$ cat config.mk
export PLATFORM = sky130hd
export DESIGN_NAME = mcp_clock_ctrl
export DESIGN_NICKNAME = d
export VERILOG_FILES = /design/src/mcp_pkg.sv /design/src/mcp_rst_if.sv /design/src/mcp_rst_stretch.sv /design/src/mcp_clock_ctrl.sv
export VERILOG_INCLUDE_DIRS = /design/src
export SDC_FILE = /design/constraint.sdc
export NUM_CORES = 1
export LEC_CHECK = 0
export BUFFER_PORTS_ARGS = -buffer_cell sky130_fd_sc_hd__clkbuf_2
export CAP_MARGIN = 20
export CORE_ASPECT_RATIO = 1.2
export CORE_UTILIZATION = 58
export CTS_BUF_LIST = sky130_fd_sc_hd__clkbuf_4 sky130_fd_sc_hd__clkbuf_8
export CTS_CLUSTER_SIZE = 30
export DETAILED_ROUTE_END_ITERATION = 8
export HOLD_SLACK_MARGIN = 0.1
export PLACE_DENSITY_LB_ADDON = 0.08
export SYNTH_ARGS = -nofsm -noshare
export SYNTH_HDL_FRONTEND = slang
export SYNTH_SLANG_ARGS = --single-unit
$ cat constraint.sdc
create_clock -name core_clk -period 4.7 [get_ports core_clk]
set_input_delay 0.235 -clock core_clk [delete_from_list [all_inputs] [get_ports core_clk]]
set_output_delay 0.235 -clock core_clk [all_outputs]
set_load 0.05 [all_outputs]
$ cat src/mcp_cfg.svh
// constants of the master clock pll reset control
`ifndef MCP_CFG_SVH
`define MCP_CFG_SVH

// ==========================================================
// apb register map (byte addresses)
`define MCP_ADDR_W        12
`define MCP_OFS_CTRL      12'h000
`define MCP_OFS_DIVLO     12'h004
`define MCP_OFS_DIVHI     12'h008
`define MCP_OFS_STAT      12'h00C

// ==========================================================
// field positions
`define MCP_CTRL_FLEX     0
`define MCP_CTRL_FIXT1    1
`define MCP_CTRL_PORT_LO  4
`define MCP_STAT_PLLRST   0
`define MCP_STAT_CSYSRST  1
`define MCP_STAT_IF_LO    2
`define MCP_STAT_SERIAL   4
`define MCP_STAT_N_LO     5
`define MCP_STAT_M_LO     11
`define MCP_STAT_RATE_LO  16

// ==========================================================
// divider widths, fixed-mode values, reset values
`define MCP_N_W           6
`define MCP_M_W           5
`define MCP_STRAP_W       11
`define MCP_PORTS         4
`define MCP_FIXED_N       6'h21
`define MCP_FIXED_M       5'h00
`define MCP_FLEX_RST      1'b1

// ==========================================================
// host interface strap encodings
`define MCP_IM_ASYNC0     2'h0
`define MCP_IM_ASYNC1     2'h1
`define MCP_IM_SPI        2'h2
`define MCP_IM_SCL        2'h3

// ==========================================================
// timing: reference clock period and reset stretch times
`define MCP_CLK_PS        5000
`define MCP_PLL_RST_NS    100
`define MCP_CSYS_RST_NS   50
`define MCP_PLL_RST_CYC   ((`MCP_PLL_RST_NS * 1000 + `MCP_CLK_PS - 1) / `MCP_CLK_PS)
`define MCP_CSYS_RST_CYC  ((`MCP_CSYS_RST_NS * 1000 + `MCP_CLK_PS - 1) / `MCP_CLK_PS)

`endif

$ cat src/mcp_pkg.sv
// types shared by the master clock pll reset control
`include "mcp_cfg.svh"
package mcp_pkg;
  typedef logic [`MCP_N_W-1:0]     mcp_divn_t;
  typedef logic [`MCP_M_W-1:0]     mcp_divm_t;
  typedef logic [`MCP_PORTS-1:0]   mcp_rate_t;
  typedef enum logic [1:0] {
    MCP_HOST_ASYNC0 = `MCP_IM_ASYNC0,
    MCP_HOST_ASYNC1 = `MCP_IM_ASYNC1,
    MCP_HOST_SPI    = `MCP_IM_SPI,
    MCP_HOST_SCL    = `MCP_IM_SCL
  } mcp_host_e;
endpackage : mcp_pkg

$ cat src/mcp_rst_if.sv
// request and stretched reset between control and stretcher
`timescale 1ns/1ps
interface mcp_rst_if;
  logic req;
  logic rstOut;
  modport ctl     (output req, input rstOut);
  modport stretch (input req, output rstOut);
endinterface : mcp_rst_if

$ cat src/mcp_rst_stretch.sv
// reset stretcher: holds its output for LEN cycles after the last request
`timescale 1ns/1ps
module mcp_rst_stretch #(
  parameter int LEN = 20
) (
  input  wire logic  core_clk,
  input  wire logic  rst_n,
  mcp_rst_if.stretch rs
);
  localparam int CW = $clog2(LEN + 1);

  initial begin
    if (LEN < 1) begin
      $error("mcp_rst_stretch: LEN must be at least one");
    end
  end

  logic [CW-1:0] cnt_ff;
  logic [CW-1:0] nxt_cnt;
  logic          rst_ff;
  wire           cntBusy = (cnt_ff != '0);

  // a held request keeps reloading, so release counts from its end
  assign nxt_cnt = rs.req ? CW'(LEN) : (cntBusy ? cnt_ff - 1'b1 : cnt_ff);

  always_ff @(posedge core_clk) begin
    if (!rst_n) begin
      cnt_ff <= CW'(LEN);
      rst_ff <= 1'b1;
    end else begin
      cnt_ff <= nxt_cnt;
      rst_ff <= (nxt_cnt != '0);
    end
  end

  assign rs.rstOut = rst_ff;
endmodule : mcp_rst_stretch

$ cat src/mcp_clock_ctrl.sv
// master clock pll reset control with apb register access
// ==========================================================
`timescale 1ns/1ps
module mcp_clock_ctrl
  import mcp_pkg::*;
#(
  parameter int PLL_RST_CYC  = `MCP_PLL_RST_CYC,
  parameter int CSYS_RST_CYC = `MCP_CSYS_RST_CYC
) (
  input  wire logic                    core_clk,
  input  wire logic                    rst_n,
  input  wire logic                    psel,
  input  wire logic                    penable,
  input  wire logic                    pwrite,
  input  wire logic [`MCP_ADDR_W-1:0]  paddr,
  input  wire logic [31:0]             pwdata,
  output logic      [31:0]             prdata,
  output logic                         pready,
  output logic                         pslverr,
  input  wire logic [1:0]              hostInterfaceStrap,
  input  wire logic [`MCP_STRAP_W-1:0] divStrap,
  output logic                         pllReset,
  output logic                         clkSysReset,
  output mcp_divn_t                    pllDivN,
  output mcp_divm_t                    pllDivM,
  output mcp_rate_t                    portT1,
  output logic                         flexClockEnable
);

  initial begin
    if (PLL_RST_CYC < 1 || CSYS_RST_CYC < 1) begin
      $error("mcp_clock_ctrl: reset stretch counts must be at least one");
    end
  end

  // ==========================================================
  // pin synchronisers and strap sampling
  logic [1:0]              imS1_ff;
  logic [1:0]              imS2_ff;
  logic [`MCP_STRAP_W-1:0] strapS1_ff;
  logic [`MCP_STRAP_W-1:0] strapS2_ff;
  logic [`MCP_STRAP_W-1:0] strapPrev_ff;

  // data pipeline, not reset: reset must be held three edges to fill it
  always_ff @(posedge core_clk) begin
    imS1_ff      <= hostInterfaceStrap;
    imS2_ff      <= imS1_ff;
    strapS1_ff   <= divStrap;
    strapS2_ff   <= strapS1_ff;
    strapPrev_ff <= strapS2_ff;
  end

  mcp_host_e hostMode;
  wire       serialHost = (hostMode == MCP_HOST_SPI) || (hostMode == MCP_HOST_SCL);
  mcp_divn_t strapN;
  mcp_divm_t strapM;
  wire       strapChg   = (strapS2_ff != strapPrev_ff);
  assign hostMode = mcp_host_e'(imS2_ff);
  assign strapN   = strapS2_ff[`MCP_N_W-1:0];
  assign strapM   = strapS2_ff[`MCP_STRAP_W-1:`MCP_N_W];

  // ==========================================================
  // apb slave: pready one cycle after setup, data captured in setup
  logic        pready_ff;
  logic        pslverr_ff;
  logic [31:0] prdata_ff;
  logic        flex_ff;
  logic        fixT1_ff;
  mcp_rate_t   portSel_ff;
  mcp_divn_t   divN_ff;
  mcp_divm_t   divM_ff;
  mcp_divn_t   pllDivN_ff;
  mcp_divm_t   pllDivM_ff;
  mcp_rate_t   portT1_ff;

  wire setupPh  = psel && !penable;
  wire accessOk = psel && penable && pready_ff;
  wire wrEn     = accessOk && pwrite;
  wire selCtrl  = (paddr == `MCP_OFS_CTRL);
  wire selDivLo = (paddr == `MCP_OFS_DIVLO);
  wire selDivHi = (paddr == `MCP_OFS_DIVHI);
  wire selStat  = (paddr == `MCP_OFS_STAT);
  wire mapped   = selCtrl || selDivLo || selDivHi || selStat;
  wire wrCtrl   = wrEn && selCtrl;
  wire wrDivLo  = wrEn && selDivLo;
  wire wrDivHi  = wrEn && selDivHi;

  mcp_divn_t wrN;
  mcp_divm_t wrM;
  assign wrN = pwdata[`MCP_N_W-1:0];
  assign wrM = pwdata[`MCP_M_W-1:0];

  logic [31:0] ctrlRd;
  logic [31:0] divLoRd;
  logic [31:0] divHiRd;
  logic [31:0] statRd;
  logic [31:0] rdMux;
  logic        pllRst;
  logic        csysRst;

  assign ctrlRd  = {24'h000000, portSel_ff, 2'h0, fixT1_ff, flex_ff};
  assign divLoRd = {26'h0000000, divN_ff};
  assign divHiRd = {27'h0000000, divM_ff};
  assign statRd  = {12'h000, portT1_ff, pllDivM_ff, pllDivN_ff, serialHost,
                    imS2_ff, csysRst, pllRst};
  assign rdMux   = selCtrl  ? ctrlRd  :
                   selDivLo ? divLoRd :
                   selDivHi ? divHiRd :
                   selStat  ? statRd  : 32'h00000000;

  always_ff @(posedge core_clk) begin
    if (!rst_n) begin
      pready_ff  <= 1'b0;
      pslverr_ff <= 1'b0;
      prdata_ff  <= 32'h00000000;
    end else begin
      pready_ff  <= setupPh;
      pslverr_ff <= setupPh && !mapped;
      prdata_ff  <= (setupPh && !pwrite) ? rdMux : prdata_ff;
    end
  end

  // ==========================================================
  // control registers
  wire flexToggle = wrCtrl && (pwdata[`MCP_CTRL_FLEX] != flex_ff);

  // registers keep written values in every host mode; use is gated below
  always_ff @(posedge core_clk) begin
    if (!rst_n) begin
      flex_ff    <= `MCP_FLEX_RST;
      fixT1_ff   <= 1'b0;
      portSel_ff <= '0;
      divN_ff    <= `MCP_FIXED_N;
      divM_ff    <= `MCP_FIXED_M;
    end else begin
      if (wrCtrl) begin
        flex_ff    <= pwdata[`MCP_CTRL_FLEX];
        fixT1_ff   <= pwdata[`MCP_CTRL_FIXT1];
        portSel_ff <= pwdata[`MCP_CTRL_PORT_LO +: `MCP_PORTS];
      end
      if (wrDivLo) begin
        divN_ff <= wrN;
      end
      if (wrDivHi) begin
        divM_ff <= wrM;
      end
    end
  end

  // ==========================================================
  // effective divider and rate selection
  mcp_divn_t effN;
  mcp_divm_t effM;
  mcp_rate_t effRate;
  // one setting serves both rates, so rate never feeds the dividers
  assign effN    = !flex_ff   ? `MCP_FIXED_N :
                   serialHost ? strapN : divN_ff;
  assign effM    = !flex_ff   ? `MCP_FIXED_M :
                   serialHost ? strapM : divM_ff;
  assign effRate = flex_ff ? portSel_ff : {`MCP_PORTS{fixT1_ff}};

  always_ff @(posedge core_clk) begin
    if (!rst_n) begin
      pllDivN_ff <= `MCP_FIXED_N;
      pllDivM_ff <= `MCP_FIXED_M;
      portT1_ff  <= '0;
    end else begin
      pllDivN_ff <= effN;
      pllDivM_ff <= effM;
      portT1_ff  <= effRate;
    end
  end

  // ==========================================================
  // pll and clock system reset causes
  wire regsNotFixed  = (divN_ff != `MCP_FIXED_N) || (divM_ff != `MCP_FIXED_M);
  wire strapNotFixed = (strapN != `MCP_FIXED_N) || (strapM != `MCP_FIXED_M);
  wire divWrChg      = (wrDivLo && (wrN != divN_ff)) || (wrDivHi && (wrM != divM_ff));
  wire parDivReq     = !serialHost && flex_ff && divWrChg;
  wire serStrapReq   = serialHost && strapChg;
  // a forbidden serial-mode toggle still resets when the straps differ from the fixed values; hang avoidance is software's
  wire toggleReq     = flexToggle && (serialHost ? strapNotFixed : regsNotFixed);
  wire pllReq        = parDivReq || serStrapReq || toggleReq;
  wire rateChg       = (effRate != portT1_ff);

  mcp_rst_if pllIf ();
  mcp_rst_if csysIf ();

  assign pllIf.req  = pllReq;
  // held while pll reset stands, so clock system leaves reset later
  assign csysIf.req = pllReq || pllRst || rateChg;
  assign pllRst     = pllIf.rstOut;
  assign csysRst    = csysIf.rstOut;

  mcp_rst_stretch #(
    .LEN (PLL_RST_CYC)
  ) u_pll_stretch (
    .core_clk (core_clk),
    .rst_n    (rst_n),
    .rs       (pllIf)
  );

  mcp_rst_stretch #(
    .LEN (CSYS_RST_CYC)
  ) u_csys_stretch (
    .core_clk (core_clk),
    .rst_n    (rst_n),
    .rs       (csysIf)
  );

  // ==========================================================
  // outputs
  assign prdata          = prdata_ff;
  assign pready          = pready_ff;
  assign pslverr         = pslverr_ff;
  assign pllReset        = pllRst;
  assign clkSysReset     = csysRst;
  assign pllDivN         = pllDivN_ff;
  assign pllDivM         = pllDivM_ff;
  assign portT1          = portT1_ff;
  assign flexClockEnable = flex_ff;
endmodule : mcp_clock_ctrl

After elaboration in Yosys (flattened, before gate mapping)
Index checks and enable logic that the tools add are counted.
Operators by class
  add/sub/neg operators: 2
  equality and inequality tests: 12
  mux-type cells: 12
  reduce and logical (&&, ||, !) cells: 39
Operators with widths (number)
  2-to-1 mux 20 bit: 4
  equality test 12 x 4 -> 1 bit (second input constant): 2
  nonzero test 5 bit: 4
  logical AND 1 bit: 16
  2-to-1 mux 5 bit: 3
  equality test 12 x 3 -> 1 bit (second input constant): 1
  logical NOT 12 bit: 1
  2-to-1 mux 4 bit: 3
  != test 6 bit (second input constant): 2
  logical OR 1 bit: 11
  != test 11 bit: 1
  nonzero test 4 bit: 2
  2-to-1 mux 6 bit: 1
  != test 6 bit: 1
  != test 5 bit: 1
  subtractor 5 x 1 -> 5 bit (second input constant): 1
  equality test 2 bit (second input constant): 2
  logical NOT 1 bit: 4
  != test 4 bit: 1
  subtractor 4 x 1 -> 4 bit (second input constant): 1
  AND reduction 2 bit: 1
  2-to-1 mux 1 bit: 1
  != test 1 bit: 1
Storage, ports and cells
  bits in registers: 114
  input port bits: 62
  output and inout bits: 52
  word-level logic and storage cells: 85

Logic depth before layout (Yosys ltp)
  word-level depth: 13
  gate-level depth with buffers: 7
  gate-level depth less buffers: 7

Hierarchy
Synthesis repeated with hierarchy kept, for this count alone.
Second synthesis, totals
  cells, all modules: 387
  area total of the unflattened synthesis: 4121.5 sq um
By module, submodules not included
  mcp_clock_ctrl: times used 1, cells each 328, area an instance 3589.7 sq um, seq. area each 1821.7 sq um
  mcp_rst_stretch (u_pll_stretch): times used 1, cells each 34, area an instance 290.3 sq um, seq. area each 120.1 sq um
  mcp_rst_stretch (u_csys_stretch): times used 1, cells each 25, area an instance 241.5 sq um, seq. area each 100.1 sq um

Least setup slack after synthesis
Ideal clock, no wire load.
  kind: flip-flop to flip-flop
  from: register flex_ff (netlist: flexClockEnable)
  to: register u_csys_stretch.rst_ff (netlist: u_csys_stretch.rs.rstOut)
  setup time: 0.135 ns
  data arrival time: 1.921 ns
  required time: 4.565 ns
  setup slack: 2.643 ns
  cell stages (with the launch flop): 6
  path buffers: 0
  period minus slack after synthesis: 2.057 ns
  cells stage by stage: dfxtp_1 > mux2i_1 > xnor2_1 > a2111oi_0 > and3_1 > nand4_1
On the way
  cells in the longest elaborated chain, start to end: 8
  elaborated cells on any way between the ends: 13
  classes of those cells: 2 x eq/ne; 2 x mux; 9 x reduce/logical
RTL lines
  start, declared: RTL line mcp_clock_ctrl.sv:67  | logic flex_ff;
  start signal, assigned: RTL line mcp_clock_ctrl.sv:130  | flex_ff <= `MCP_FLEX_RST;
  start signal, assigned: RTL line mcp_clock_ctrl.sv:137  | flex_ff <= pwdata[`MCP_CTRL_FLEX];
  != test 1 bit or logical AND 1 bit (tied branches): RTL line mcp_clock_ctrl.sv:125, mcp_clock_ctrl.sv:179
  logical AND 1 bit, on equally long branches: RTL line mcp_clock_ctrl.sv:125, mcp_clock_ctrl.sv:179
  logical AND 1 bit or logical OR 1 bit (tied branches): RTL line mcp_clock_ctrl.sv:182, mcp_clock_ctrl.sv:183
  logical OR 1 bit: RTL line mcp_clock_ctrl.sv:183  | wire pllReq = parDivReq || serStrapReq || toggleReq;
  logical OR 1 bit: RTL line mcp_clock_ctrl.sv:191  | assign csysIf.req = pllReq || pllRst || rateChg;
  logical OR 1 bit (*): RTL line mcp_clock_ctrl.sv:191
  2-to-1 mux 4 bit (*): RTL line mcp_rst_stretch.sv:24  | assign nxt_cnt = rs.req ? CW'(LEN) : (cntBusy ? cnt_ff - 1'b1 : cnt_ff);
  nonzero test 4 bit (*): RTL line mcp_rst_stretch.sv:32  | rst_ff <= (nxt_cnt != '0);
  end signal, assigned: RTL line mcp_rst_stretch.sv:32
  end, declared: RTL line mcp_rst_stretch.sv:20  | logic rst_ff;
Mark *: on every way between the ends. The rest lies on a longest branch, timed or not.
A chain may end at the register's enable or synchronous reset.

Final worst setup path
Same ends and word-level chain as after synthesis.

==> impl_metrics.json <==
{
  "synthTopCellsByCount": "dfxtp_1 (102), nand2_1 (43), xnor2_1 (32)",
  "synth-edff-count": 0,
  "syn_area_per_cell_um2": 10.4,
  "numCtsBuffers": 9,
  "drt-initial-drc-count": 182,
  "place_ws_ns": 2.15,
  "grt_overflow": 0,
  "ant_nets": 0,
  "final_util": 0.724,
  "dp_hpwl_mm": 6.03,
  "ios": 114,
  "insertion_delay_ns": 0.37,
  "cts_tree": "yes",
  "place_congestion": 0.776,
  "post_cts_buffers": 0,
  "die_x_um": 77.8,
  "total_power_uw": 1640,
  "htreeDepth": 3,
  "first_pass_iters": 4,
  "clkTransAtPathRegs_ns": 0.11,
  "min_period_ns": 2.07,
  "worstReg2RegStart": "flexClockEnable",
  "nFillCells": 489,
  "synth.most_common_cell": "dfxtp_1",
  "grt_first_pass_wirelength_mm": 13.8,
  "startpoint": "flexClockEnable",
  "startpoint_type": "flop",
  "endpoint_kind": "flop",
  "fin_setup_tns_ns": 0,
  "slew_headroom": 0.436,
  "cp.required_ns": 4.94,
  "grt_pass1_vias": 2878,
  "tightest_slew_ns": 0.840,
  "start_util": 0.612,
  "dieHeight_um": 92.9,
  "netlist_top_cells_area": "dfxtp_1 (51%), xnor2_1 (7.0%), mux2i_1 (4.5%)",
  "root_buffer": "clkbuf_8",
  "leakagePower_uw": 0.00193,
  "cts_sinks": 102,
  "ys_seq_area_frac": 0.511,
  "antenna_cells": 0,
  "min-delay-start": "pwdata[7]",
  "rsz0062_at_grt": "no",
  "ys_ff_latch": 102,
  "finalNonFillerCells": 560,
  "outcome": "complete, no violations",
  "dieArea_um2": 7230,
  "setup_viol_count_final": 0,
  "place_inst": 529,
  "max_freq_mhz": 484,
  "slew_viol_final": 0,
  "portBuffers": 77,
  "grt.total_usage": 0.248,
  "core_area_um2": 6530,
  "finalHoldViolations": 0,
  "cp.arrival_ns": 2.30,
  "grt_max_degree": 46,
  "antenna_found_initial": 0,
  "yosys.area.top_type": "dfxtp_1",
  "drive_gt1_frac": 0.234,
  "synth_top_cell_area_share": 0.511,
  "postSynthCellCount": 383,
  "num_rows": 32,
  "area_growth_pct": 18.3,
  "ys.flop_type": "dfxtp_1",
  "vias": 3026,
  "vdd_drop_max_v": 0.000256,
  "nets": 534,
  "synth_cell_types": 48,
  "yosysWarnings": 0,
  "cts_buffer_depth": 2,
  "drc_errors": 0,
  "timing.setup.critical_path_class": "flop to flop",
  "power_density_nw_per_um2": 347,
  "fin_ws_ns": 2.63,
  "routedWlPerCell_um": 15.2,
  "fin_worst_skew_ns": 0.0141,
  "synthArstFlopShare": 0,
  "wl_mm": 8.51,
  "cp_max_fo": 13,
  "period_share": 0.440,
  "cap_violations": 0,
  "hold_class": "input port to flop",
  "viasPerCell": 5.40,
  "syn_area_um2": 4000
}
## worst paths after layout
path	end	slack [ns]	cells past startpoint
setup / recovery	u_csys_stretch.rs.rstOut	2.63	6
hold / removal	portSel_ff[3]	0.12	3
setup reg to reg	u_csys_stretch.rs.rstOut	2.63	6
hold reg to reg	strapS2_ff[0]	0.33	0
## per-stage QoR
| stage | cell area [um2] | hold slack [ns] |
|---|---|---|
| 2_1_floorplan | 4040 | 0.263 |
| 3_3_place_gp | 4350 | 0.310 |
| 3_5_place_dp | 4350 | 0.312 |
| 4_1_cts | 4710 | 0.107 |
| 5_1_grt | 4730 | 0.107 |
| 6_report | 4730 | 0.119 |
## cells by family (layout without fill, tap and decap cells)
group           after synthesis  count (layout)  share of synthesized area
buf+inv                      35             116                     0.0523
xor+xnor                     32              32                     0.0702
mux                          24              24                     0.0705
other cells                   1              12                   0.000939
fa+ha+maj                     2               2                    0.00626
simple gates                132             132                      0.182
flops                       102             102                      0.511
compound gates               55              55                      0.107
## metal layers
metal	GRT usage	share of wire	vias up
met1	0.320	0.46	1431
met4	0.123	0.020	0
met3	0.0374	0.036	16
met2	0.404	0.49	80
li1	-	-	1499
met5	0	0	-
## flip-flops by register name, indices dropped and copies added (netlist names)
register,count
portSel_ff,4
u_pll_stretch.cnt_ff,5
pllDivN,6
strapS1_ff,11
portT1,4
pllDivM,5
u_csys_stretch.rs.rstOut,1
pslverr,1
fixT1_ff,1
u_pll_stretch.rs.rstOut,1
prdata,20
strapS2_ff,11
hostMode,2
divN_ff,6
pready,1
strapPrev_ff,11
u_csys_stretch.cnt_ff,4
flexClockEnable,1
divM_ff,5
imS1_ff,2
## power by group
group | total [uW] | internal, uW | switching [uW] | leakage [uW]
clock | 596 | 265 | 331 | 0.000113
sequential | 905 | 888 | 17.5 | 0.000839
combinational | 138 | 54.5 | 83.6 | 0.000977
total | 1640 | 1210 | 432 | 0.00193
## cells in the final DEF (no fill, tap or decap), drive strengths merged, types with 3 or more instances in the layout
master and n:
and2 4, mux2 3, nand2 44, mux2i 18
mux4 3, a22o 17, dlygate4sd3 14, conb 12
a21oi 4, nand4 7, nor3 4, inv 11
nor2 16, nor2b 6, xnor2 32, clkbuf 86
nor4b 3, nor3b 4, nand3 21, nor4 5
and4 5, a21boi 21, dfxtp 102
## what timing repair did
action / 4_1_cts / 5_1_grt
resized for setup: 0 / 0
hold buffers: 14 / 0
hold endpoints to repair: 14 / 0
## critical path, cell delays in order (launching register included)
cell and delay (ns):
dfxtp_1 0.65, mux2i_1 0.32, xnor2_1 0.10, a2111oi_0 0.33, dlymetal6s2s_1 0.25, and3_1 0.20, nand4_1 0.10
## layout make-up
cell class | instances | area (um2) | share of cell area
Timing Repair Buffer | 93 | 546 | 0.115
Multi-Input combinational cell | 257 | 1790 | 0.378
Clock buffer | 9 | 124 | 0.0262
Sequential cell | 102 | 2040 | 0.432
Inverter | 7 | 26.3 | 0.00556
Clock inverter | 7 | 97.6 | 0.0206
Tap cell | 85 | 106 | 0.0225
No activity file was read; power rests on OpenSTA's default activity.
